**config.mk**
```make
export PLATFORM = sky130hd
export DESIGN_NAME = pfs_fault_supervisor
export DESIGN_NICKNAME = d
export VERILOG_FILES = /design/src/verilog/pfs_fault_supervisor.v /design/src/verilog/pfs_peak_hold.v
export VERILOG_INCLUDE_DIRS = /design/src /design/src/shared
export SDC_FILE = /design/constraint.sdc
export NUM_CORES = 1
export LEC_CHECK = 0
export BUFFER_PORTS_ARGS = -buffer_cell sky130_fd_sc_hd__buf_2
export CORE_AREA = 8 8 180 114
export DETAILED_ROUTE_END_ITERATION = 12
export DIE_AREA = 0 0 188 122
export GPL_TIMING_DRIVEN = 1
export REMOVE_ABC_BUFFERS = 1
export SETUP_SLACK_MARGIN = 0.02
export SLEW_MARGIN = 25
export SYNTH_ARGS = -nofsm -noshare
export SYNTH_HDL_FRONTEND = slang
export SYNTH_SLANG_ARGS = --single-unit
```
**constraint.sdc**
```tcl
create_clock -name core_clk -period 9.95 [get_ports core_clk]
set_input_delay 0.4975 -clock core_clk [delete_from_list [all_inputs] [get_ports core_clk]]
set_output_delay 0.4975 -clock core_clk [all_outputs]
set_load 0.005 [all_outputs]
```
**src/shared/pfs_consts.vh**
```
// Behaviour
// - Overload lasting over 112 ms total stops switching 2.5 s, then restarts.
// - Overload counted from a sag below startup threshold near 360 V until link reaches nominal.
// - Gate drive off when digitized output falls below digitized line value.
// - After sense fault, resume only if feedback >= line and link > line peak.
// - Output sense resistor failure detected within about 150 us.
// - Thermal flag above 135 C shuts down, restored after 9 C drop.
// - Low standby request stops switching and enters low-power state.
// - Gate switching frequency never exceeds 70 kHz.
// - Power calculations assume 100 percent boost efficiency.
`ifndef PFS_CONSTS_VH
`define PFS_CONSTS_VH
`define PFS_CLK_HZ 40000000
// Overload accumulation limit and shutdown time
`define PFS_OVL_MS 112
`define PFS_OFF_MS 2500
// 112 ms and 2500 ms at 40 MHz, sized to the counter width
`define PFS_OVL_CYC 27'h0445C00
`define PFS_OFF_CYC 27'h5F5E100
// Overload decay: accumulated time clears at once after a quiet window
`define PFS_QUIET_MS 200
`define PFS_QUIET_CYC 27'h07A1200
// Longest sense-fault detection time, rounded down
`define PFS_DET_US 150
`define PFS_DET_CYC 13'h1770
// Least gate period at 70 kHz, rounded up
`define PFS_FMAX_HZ 70000
`define PFS_MIN_PER_CYC 10'h23C
`define PFS_ADC_W 10
`define PFS_CNT_W 27
`endif

```
**src/verilog/pfs_fault_supervisor.v**
```verilog
`timescale 1ns/1ps
`include "pfs_consts.vh"
module pfs_fault_supervisor #(
    parameter [`PFS_CNT_W-1:0] OVL_CYC = `PFS_OVL_CYC,
    parameter [`PFS_CNT_W-1:0] OFF_CYC = `PFS_OFF_CYC,
    parameter [`PFS_CNT_W-1:0] QUIET_CYC = `PFS_QUIET_CYC
) (
    input wire core_clk,
    input wire rst,
    input wire sample_valid,
    input wire [`PFS_ADC_W-1:0] output_feedback_current,
    input wire [`PFS_ADC_W-1:0] line_sense_current,
    input wire [`PFS_ADC_W-1:0] startup_threshold,
    input wire [`PFS_ADC_W-1:0] nominal_threshold,
    input wire over_temp,
    input wire low_power_request_n,
    input wire pwm_request,
    output wire overload_guard,
    output wire low_power,
    output reg switch_gate_drive
);
    //--------------------------------------------------------------
    // State encodings
    //--------------------------------------------------------------
    localparam [2:0] ST_RUN = 3'b001;
    localparam [2:0] ST_OFF = 3'b010;
    localparam [2:0] ST_RESTART = 3'b100;
    localparam [12:0] DET_CYC = `PFS_DET_CYC;
    localparam [9:0] MIN_PER = `PFS_MIN_PER_CYC;

    reg [2:0] state_reg;
    reg [2:0] state_next;
    reg [`PFS_CNT_W-1:0] ovl_reg;
    reg [`PFS_CNT_W-1:0] quiet_reg;
    reg [`PFS_CNT_W-1:0] off_reg;
    reg startup_mode_reg;
    reg sense_fault_reg;
    reg [12:0] det_reg;
    reg [9:0] per_reg;
    wire [`PFS_ADC_W-1:0] peak_line;

    // Compare helper used by several checks
    function below;
        input [`PFS_ADC_W-1:0] a;
        input [`PFS_ADC_W-1:0] b;
        begin
            below = (a < b);
        end
    endfunction

    //--------------------------------------------------------------
    // Peak rectified line tracker
    //--------------------------------------------------------------
    pfs_peak_hold u_peak (
        .core_clk(core_clk),
        .rst(rst),
        .sample_valid(sample_valid),
        .sample(line_sense_current),
        .peak_reg(peak_line)
    );

    //--------------------------------------------------------------
    // Overload detection and startup mode
    //--------------------------------------------------------------
    // Sag below startup threshold enters startup mode until nominal
    always @(posedge core_clk or posedge rst) begin
        if (rst) begin
            startup_mode_reg <= 1'b0;
        end else if (sample_valid) begin
            if (below(output_feedback_current, startup_threshold))
                startup_mode_reg <= 1'b1;
            else if (!below(output_feedback_current, nominal_threshold))
                startup_mode_reg <= 1'b0;
        end
    end
    assign overload_guard = startup_mode_reg;

    // Accumulate overload time; repeated events add up until a quiet gap
    always @(posedge core_clk or posedge rst) begin
        if (rst) begin
            ovl_reg <= {`PFS_CNT_W{1'b0}};
            quiet_reg <= {`PFS_CNT_W{1'b0}};
        end else if (state_reg != ST_RUN) begin
            ovl_reg <= {`PFS_CNT_W{1'b0}};
            quiet_reg <= {`PFS_CNT_W{1'b0}};
        end else if (startup_mode_reg) begin
            ovl_reg <= ovl_reg + {{(`PFS_CNT_W-1){1'b0}}, 1'b1};
            quiet_reg <= {`PFS_CNT_W{1'b0}};
        end else if (quiet_reg >= QUIET_CYC) begin
            ovl_reg <= {`PFS_CNT_W{1'b0}};
        end else begin
            quiet_reg <= quiet_reg + {{(`PFS_CNT_W-1){1'b0}}, 1'b1};
        end
    end

    //--------------------------------------------------------------
    // Shutdown and restart sequencer
    //--------------------------------------------------------------
    always @* begin
        state_next = state_reg;
        case (state_reg)
            ST_RUN: begin
                if (ovl_reg >= OVL_CYC)
                    state_next = ST_OFF;
            end
            ST_OFF: begin
                if (off_reg >= OFF_CYC - {{(`PFS_CNT_W-1){1'b0}}, 1'b1})
                    state_next = ST_RESTART;
            end
            ST_RESTART: begin
                state_next = ST_RUN;
            end
            default: begin
                state_next = ST_RUN;
            end
        endcase
    end

    // State register and shutdown timer
    always @(posedge core_clk or posedge rst) begin
        if (rst) begin
            state_reg <= ST_RUN;
            off_reg <= {`PFS_CNT_W{1'b0}};
        end else begin
            state_reg <= state_next;
            if (state_reg == ST_OFF)
                off_reg <= off_reg + {{(`PFS_CNT_W-1){1'b0}}, 1'b1};
            else
                off_reg <= {`PFS_CNT_W{1'b0}};
        end
    end

    //--------------------------------------------------------------
    // Open/short sense path check
    //--------------------------------------------------------------
    // Trip immediately on output below line; clear with hysteresis
    always @(posedge core_clk or posedge rst) begin
        if (rst) begin
            sense_fault_reg <= 1'b0;
        end else if (sample_valid) begin
            if (below(output_feedback_current, line_sense_current))
                sense_fault_reg <= 1'b1;
            else if (!below(output_feedback_current, line_sense_current) &&
                     !below(output_feedback_current, peak_line) &&
                     (output_feedback_current != peak_line))
                sense_fault_reg <= 1'b0;
        end
    end

    // Watchdog: samples missing for the detection window also count as fault
    always @(posedge core_clk or posedge rst) begin
        if (rst)
            det_reg <= 13'h0000;
        else if (sample_valid)
            det_reg <= 13'h0000;
        else if (det_reg != DET_CYC)
            det_reg <= det_reg + 13'h0001;
    end

    //--------------------------------------------------------------
    // Gate drive: enable AND, with minimum period
    //--------------------------------------------------------------
    assign low_power = ~low_power_request_n;

    wire gate_enable = (state_reg == ST_RUN) && !sense_fault_reg && (det_reg != DET_CYC) &&
                       !over_temp && low_power_request_n;

    // No efficiency derating: gate timing treats the stage as lossless
    // New turn-on allowed only after minimum period elapsed
    always @(posedge core_clk or posedge rst) begin
        if (rst) begin
            per_reg <= 10'h000;
            switch_gate_drive <= 1'b0;
        end else begin
            if (per_reg != 10'h000)
                per_reg <= per_reg - 10'h001;
            if (!gate_enable) begin
                switch_gate_drive <= 1'b0;
            end else if (pwm_request && !switch_gate_drive && per_reg == 10'h000) begin
                switch_gate_drive <= 1'b1;
                per_reg <= MIN_PER - 10'h001;
            end else if (!pwm_request) begin
                switch_gate_drive <= 1'b0;
            end
        end
    end
endmodule

```
**src/verilog/pfs_peak_hold.v**
```verilog
`timescale 1ns/1ps
`include "pfs_consts.vh"
// Holds the peak of the line sample, decays slowly so it follows the line
module pfs_peak_hold (
    input wire core_clk,
    input wire rst,
    input wire sample_valid,
    input wire [`PFS_ADC_W-1:0] sample,
    output reg [`PFS_ADC_W-1:0] peak_reg
);
    reg [11:0] decay_reg;
    // Capture new peak, else leak one code every 4096 samples
    always @(posedge core_clk or posedge rst) begin
        if (rst) begin
            peak_reg <= {`PFS_ADC_W{1'b0}};
            decay_reg <= 12'h000;
        end else if (sample_valid) begin
            decay_reg <= decay_reg + 12'h001;
            if (sample > peak_reg)
                peak_reg <= sample;
            else if (decay_reg == 12'hFFF && peak_reg != {`PFS_ADC_W{1'b0}})
                peak_reg <= peak_reg - {{(`PFS_ADC_W-1){1'b0}}, 1'b1};
        end
    end
endmodule
```
==> reports/qor.yml, run 1 <==
status: "complete, no violations"
synth_top_area_share_pct: 41.91
gr-usage-met1_pct: 25.97
hold_buffers: 0
synthAdderAreaFrac_pct: 9.277
p_switching_uw: 502.6
synth_top_family_by_area: "simple AND/OR/NAND/NOR gates"
seq_area_mm2: 0.003304
die_area_mm2: 0.02294
overflow: 0
num_antenna_cells: 0
crit_fanout: 9
ys.flop_type: "dfrtp_1"
final.min_clock_period_ps: 3088
cp-end-kind: "flop"
sw_frac_of_total_pct: 31.32
combPwrFrac_pct: 20.9
post-cts-setup-buffers: 0
syn-cell-area_mm2: 0.007823
pin_count: 49
critPathKind: "reg -> reg"
dp_hpwl_um: 12990
grt-busiest-layer: "met1"
hold_viol_final: 0
dr.pass1.iters: 7
min_path_type: "in -> async"
grt_max_degree: 91
holdWs_ps: 193.3
start_util_pct: 44.11
synth_xor_area_share_pct: 8.061
seq_power_share_pct: 40.3
synth_seq_area_share_pct: 42.24
fin_setup_tns_ps: 0
slew_viol_final: 0
met2_usage_pct: 21.18
synth.avg_cell_area_um2: 9.128
synth_top_area_cell: "dfrtp_1"
synth_compound_area_share_pct: 10.97
nNetsFinal: 1010
multiInputGateArea_mm2: 0.004207
cp.required_ps: 10240
core_mm2: 0.01773
gp_congestion: 0.8448
max_clock_freq_mhz: 323.9
yosysMostFrequentCell: "dfrtp_1"
synth_warnings: 0
wl_um: 17980
track_usage_pct: 16.20
synthTopCellsByCount: "dfrtp_1 (131), nor2_1 (101), nand2_1 (71), inv_1 (60), ha_1 (58)"
p_clk_share_pct: 38.8
p_leak_uw: 0.004018
die_h_um: 122
yosysUniqueCellTypes: 58
synth_area_leaders: "dfrtp_1 (42%), ha_1 (9.3%), nor2_1 (4.8%)"
startpoint_type: "flop"
clkLatencyLatePin_ps: 420
synth-edff-count: 0
rows: 38
syn_inst: 857
crit_arrival_ps: 3370
drive_gt1_share_pct: 10.66
die_width_um: 188
wire_per_inst_um: 15.51
area_delta_synth_final_pct: 13.58
fin_crit_sh_pct: 31.03
grt_pass1_wl_um: 30260
worst_slew_pin_slew_ps: 949.1
cts_inserted_buffers: 17
fill_cells: 1697
p_int_uw: 1102
htreeDepth: 4
vias_per_cell: 5.335
synth-simple-area-share_pct: 23.48
setup_viol: 0
p_per_area_mw_per_mm2: 180.6
muxShareOfSynthArea_pct: 1.967
post_cts_resize_count: 0
clock_sinks: 132
final_util_pct: 50.10
fin_skew_ps: 16.81
vias: 6183
postRouteAntennaNets: 0
drt_first_iter_violations: 391
cts_root_buf: "clkbuf_16"
max-cap-violations: 0
use_met3_pct: 3.624
cts_tree: "done"
drc: 0
cts.clk_slew.worst_paths_ps: 60
synth-seq-cells: 132
maxSlewHeadroom_pct: 36.73
grt_pass1_vias: 5727
rsz0062_at_grt: "false"
antenna_found_initial: 0
port_buffers: 48
clockBufferDepth: 2
async_flop_share_pct: 100.0
vdd.ir_drop.worst_mv: 0.1194
## per-stage QoR
step | setup WS, ps | std cells | total power, µW | instance area, µm²
3_3_place_gp | 6707 | 1127 | 983.7 | 8303
2_1_floorplan | 5928 | 836 | 882.6 | 7735
4_1_cts | 6697 | 1159 | 1619 | 8884
5_1_grt | 6594 | 1159 | 1704 | 8885
3_5_place_dp | 6652 | 1127 | 989.8 | 8303
6_report | 6862 | 1159 | 1605 | 8885
## cell type report
type | instances | share of cell area [%]
well taps | 240 | 3.380
clock inverters | 14 | 1.704
multi-input cells | 644 | 47.35
inverters | 60 | 2.591
clock buffers | 18 | 4.830
repair buffers | 51 | 2.957
flip-flops and latches | 132 | 37.19
## cells by family (layout without fill, tap and decap cells)
| group | Yosys count | in the layout |
|---|---|---|
| AOI/OAI and AO/OA | 138 | 138 |
| DFF | 132 | 132 |
| adders and majority gates | 58 | 58 |
| buffers and inverters | 81 | 143 |
| xor gates and xnor gates | 72 | 72 |
| and+or+nand+nor | 361 | 361 |
| muxes | 15 | 15 |
## final timing paths
kind / cells after the start / slack, ps / start / endpoint
worst max-delay path: 9 / 6860 / u_peak.peak_reg[5]$_DFFE_PP0P_ / u_peak.peak_reg[1]$_DFFE_PP0P_
worst min-delay path: 2 / 190 / rst / per_reg[9]$_DFF_PP0_
worst max register to register: 9 / 6860 / u_peak.peak_reg[5]$_DFFE_PP0P_ / u_peak.peak_reg[1]$_DFFE_PP0P_
worst min register to register: 1 / 470 / per_reg[7]$_DFF_PP0_ / per_reg[7]$_DFF_PP0_
max in group asynchronous: 3 / 8630 / rst / quiet_reg[3]$_DFFE_PP0P_
min in group core_clk: 4 / 390 / over_temp / switch_gate_drive$_DFFE_PP0P_
## placed cells by master (no fill, tap or decap), types with 3 or more instances in the layout
| cell | n |
|---|---|
| mux2i_1 | 12 |
| buf_4 | 3 |
| nor4b_1 | 5 |
| clkbuf_16 | 17 |
| o2bb2ai_1 | 4 |
| nor2_1 | 101 |
| and3_1 | 15 |
| o21ai_0 | 45 |
| nor3_1 | 25 |
| a21o_1 | 10 |
| nor4_1 | 17 |
| a21oi_1 | 26 |
| nand2_1 | 71 |
| o31ai_1 | 3 |
| xnor2_1 | 41 |
| mux2_2 | 3 |
| inv_6 | 5 |
| a31oi_1 | 19 |
| buf_2 | 48 |
| a22oi_1 | 3 |
| clkinv_4 | 3 |
| and2_1 | 13 |
| dfrtp_1 | 131 |
| a211oi_1 | 3 |
| and4_1 | 9 |
| nor2b_1 | 5 |
| ha_1 | 58 |
| or3_1 | 11 |
| inv_1 | 59 |
| nand2b_1 | 9 |
| nand3_1 | 36 |
| nand4_1 | 22 |
| nor3b_1 | 3 |
| o21a_1 | 7 |
| xor2_1 | 31 |
| or4_1 | 7 |
| clkinv_2 | 3 |
## metal layers
metal  up-vias  wire [µm]
met5         -          0
met4         0        102
met3        10        541
met2        78       7001
met1      2975      10330
li1       3120          -
## power groups by stage
stage                     clock (µW)  combinational [µW]  sequential [µW]
after floorplan                    0                 244              638
after global placement             0                 330              653
after detailed placement           0                 336              654
after CTS                        638                 336              645
after global routing             662                 387              654
final                            623                 335              647
## worst max-delay path, stage by stage (launching register included)
cell	delay, ps
dfrtp_1	440
inv_1	130
ha_1	320
a21oi_1	140
o21ai_0	110
a2111oi_1	780
nor2_1	380
buf_4	280
mux2i_1	120
mux2_2	260
Power figures use the tool's default switching activity.
==> inputs of run 2 (changes only) <==
ABC_AREA = 1   (was not set)
CORE_AREA = 8 8 195 123   (was 8 8 180 114)
DIE_AREA = 0 0 203 131   (was 0 0 188 122)
clock period = 3 ns   (was 9.95 ns; I/O delays follow)
==> run 2 against run 1 <==
Final area increased by 18%. Sequential share of layout area decreased by 5.5 points. Synthesized area increased by 18%. Global-route usage increased by 2.8 points. Cell count increased by 44%. Clock power increased to 3.5 times the previous value. Sequential power increased to 3.3 times the previous value. Die area increased by 16%. Wire length increased by 36%. Clock skew decreased by 9.3 ps. Power increased to 3.6 times the previous value.
==> reports/qor.yml, run 2 <==
max-cap-violations: 0
cp.required_ps: 3360
crit_fanout: 11
dpl.cell_count: 1633
grt_max_degree: 78
crit_top_cell: "nand2_1"
cp-end-kind: "flop"
htreeDepth: 4
crit_chain: "inv_1, ha_1, nand2_1, nor2_1, nand3_1, nand3_1, nand2_1, a21oi_2, nand2_1, nand2_1"
p_leak_uw: 0.004996
sw_frac_of_total_pct: 33.43
seq_area_mm2: 0.003304
power.total_uw: 5759
nNetsFinal: 1471
synth-seq-cells: 132
dr.pass1.iters: 7
slowest_stage: "a21oi_2"
cts.clk_slew.worst_paths_ps: 60
vias_per_cell: 5.091
stdcell_count: 1665
gp_congestion: 0.9136
worst_slew_pin_slew_ps: 741.4
crit_path_max_incr_delay_ps: 490
holdWs_ps: 85.19
final.min_clock_period_ps: 2415
maxSlewHeadroom_pct: 50.57
die_area_mm2: 0.02659
die_width_um: 203
hold_viol_final: 0
clkLatencyLatePin_ps: 430
rsz0062_at_grt: "false"
yosysUniqueCellTypes: 44
p_switching_uw: 1925
synth_seq_area_share_pct: 35.68
drive_gt1_share_pct: 10.51
multiInputGateArea_mm2: 0.005162
p_per_area_mw_per_mm2: 551.4
core_mm2: 0.02128
synth.avg_cell_area_um2: 7.069
ys.flop_type: "dfrtp_1"
setup_viol: 0
synthTopCellsByCount: "nand2_1 (362), inv_1 (179), nor2_1 (152), dfrtp_1 (131), nand3_1 (126)"
vdd.ir_drop.worst_mv: 0.4235
die_h_um: 131
cts_inserted_buffers: 17
overflow: 0
grt_pass1_vias: 7600
max_clock_freq_mhz: 414.0
dp_hpwl_um: 18270
startpoint_type: "flop"
start_util_pct: 43.51
synth-edff-count: 0
p_int_uw: 3833
crit_arrival_ps: 2780
area_delta_synth_final_pct: 12.77
wire_per_inst_um: 14.64
p_clk_share_pct: 38.5
track_usage_pct: 19.05
clockBufferDepth: 2
drc: 0
critPathKind: "reg -> reg"
path_delay_family: "simple AND/OR/NAND/NOR gates"
slew_viol_final: 0
final_common_cell: "nand2_1"
combPwrFrac_pct: 24.5
synth_area_leaders: "dfrtp_1 (35%), nand2_1 (15%), ha_1 (7.8%)"
syn-cell-area_mm2: 0.009260
antenna_found_initial: 0
status: "complete, no violations"
pin_count: 49
port_buffers: 48
syn_inst: 1310
seq_power_share_pct: 37.1
crit_buf_inv: 1
synth_warnings: 0
clock_sinks: 132
fin_skew_ps: 7.551
rows: 42
grt_pass1_wl_um: 40680
fin_setup_tns_ps: 0
vias: 8476
num_antenna_cells: 0
postRouteAntennaNets: 0
synth_top_area_cell: "dfrtp_1"
fin_crit_sh_pct: 80.51
async_flop_share_pct: 100.0
synth_top_area_share_pct: 35.40
yosysMostFrequentCell: "nand2_1"
layout_common_cells: "nand2_1 (362), inv_1 (178), nor2_1 (152)"
wl_um: 24380
drt_first_iter_violations: 804
cts_tree: "done"
final_util_pct: 49.07
fill_cells: 2067
cts_root_buf: "clkbuf_16"
min_path_type: "in -> reg"
-- run 2: final timing paths --
check | startpoint | cells past startpoint | end | slack (ps)
max in group asynchronous | rst | 4 | quiet_reg[12]$_DFFE_PP0P_ | 1850
min in group asynchronous | rst | 3 | u_peak.peak_reg[8]$_DFFE_PP0P_ | 410
hold / removal | over_temp | 4 | switch_gate_drive$_DFFE_PP0P_ | 90
setup reg to reg | u_peak.peak_reg[5]$_DFFE_PP0P_ | 10 | u_peak.peak_reg[1]$_DFFE_PP0P_ | 580
setup / recovery | u_peak.peak_reg[5]$_DFFE_PP0P_ | 10 | u_peak.peak_reg[1]$_DFFE_PP0P_ | 580
hold reg to reg | u_peak.decay_reg[11]$_DFFE_PP0P_ | 1 | u_peak.decay_reg[11]$_DFFE_PP0P_ | 470
-- run 2: cell type report --
| type | count | area share [%] |
|---|---|---|
| flip-flops and latches | 132 | 31.64 |
| repair buffers | 57 | 3.091 |
| clock inverters | 10 | 1.498 |
| clock buffers | 21 | 4.313 |
| inverters | 182 | 6.590 |
| well taps | 286 | 3.427 |
| multi-input cells | 977 | 49.44 |
-- run 2: cell families after synthesis --
logic type | Yosys count | share of synthesized area [%]
buffers and inverters | 201 | 8.566
AO/OA/AOI/OAI | 128 | 8.715
adder cells (fa/ha/maj) | 58 | 7.837
AND/OR/NAND/NOR | 755 | 35.79
flip-flops | 132 | 35.68
XOR/XNOR | 36 | 3.405
-- run 2: through the flow --
stage                     setup WS [ps]  area, µm²
after floorplan                  -674.4       9150
after global placement            761.3       9826
after detailed placement          641.5       9826
after CTS                         617.7      10440
after global routing              381.1      10440
final                             584.7      10440
-- run 2: timing repair --
item                      CTS  global route
resized for setup           0             0
buffers inserted            0             0
hold buffers                1             0
hold endpoints to repair   74             0
-- run 2: metal layers --
layer	share of wire (%)	track usage, %	wire, µm
met1	56	30.90	13770
met2	36	24.12	8743
met3	7.0	4.802	1715
met4	0.60	3.696	146
met5	0	0	0
-- run 2: power by group through the flow --
stage / Combinational, µW / Clock [µW] / Sequential, µW
floorplan: 1000 / 0 / 2110
global route: 1610 / 2350 / 2160
detailed placement: 1390 / 0 / 2160
global placement: 1370 / 0 / 2160
CTS: 1400 / 2260 / 2130
finish: 1410 / 2210 / 2140
-- run 2: worst min-delay path, delay by kind of cell --
family	cells	cell delay [ps]
AND/OR/NAND/NOR	2	190
buffers and inverters	1	80
AO/OA/AOI/OAI	1	50
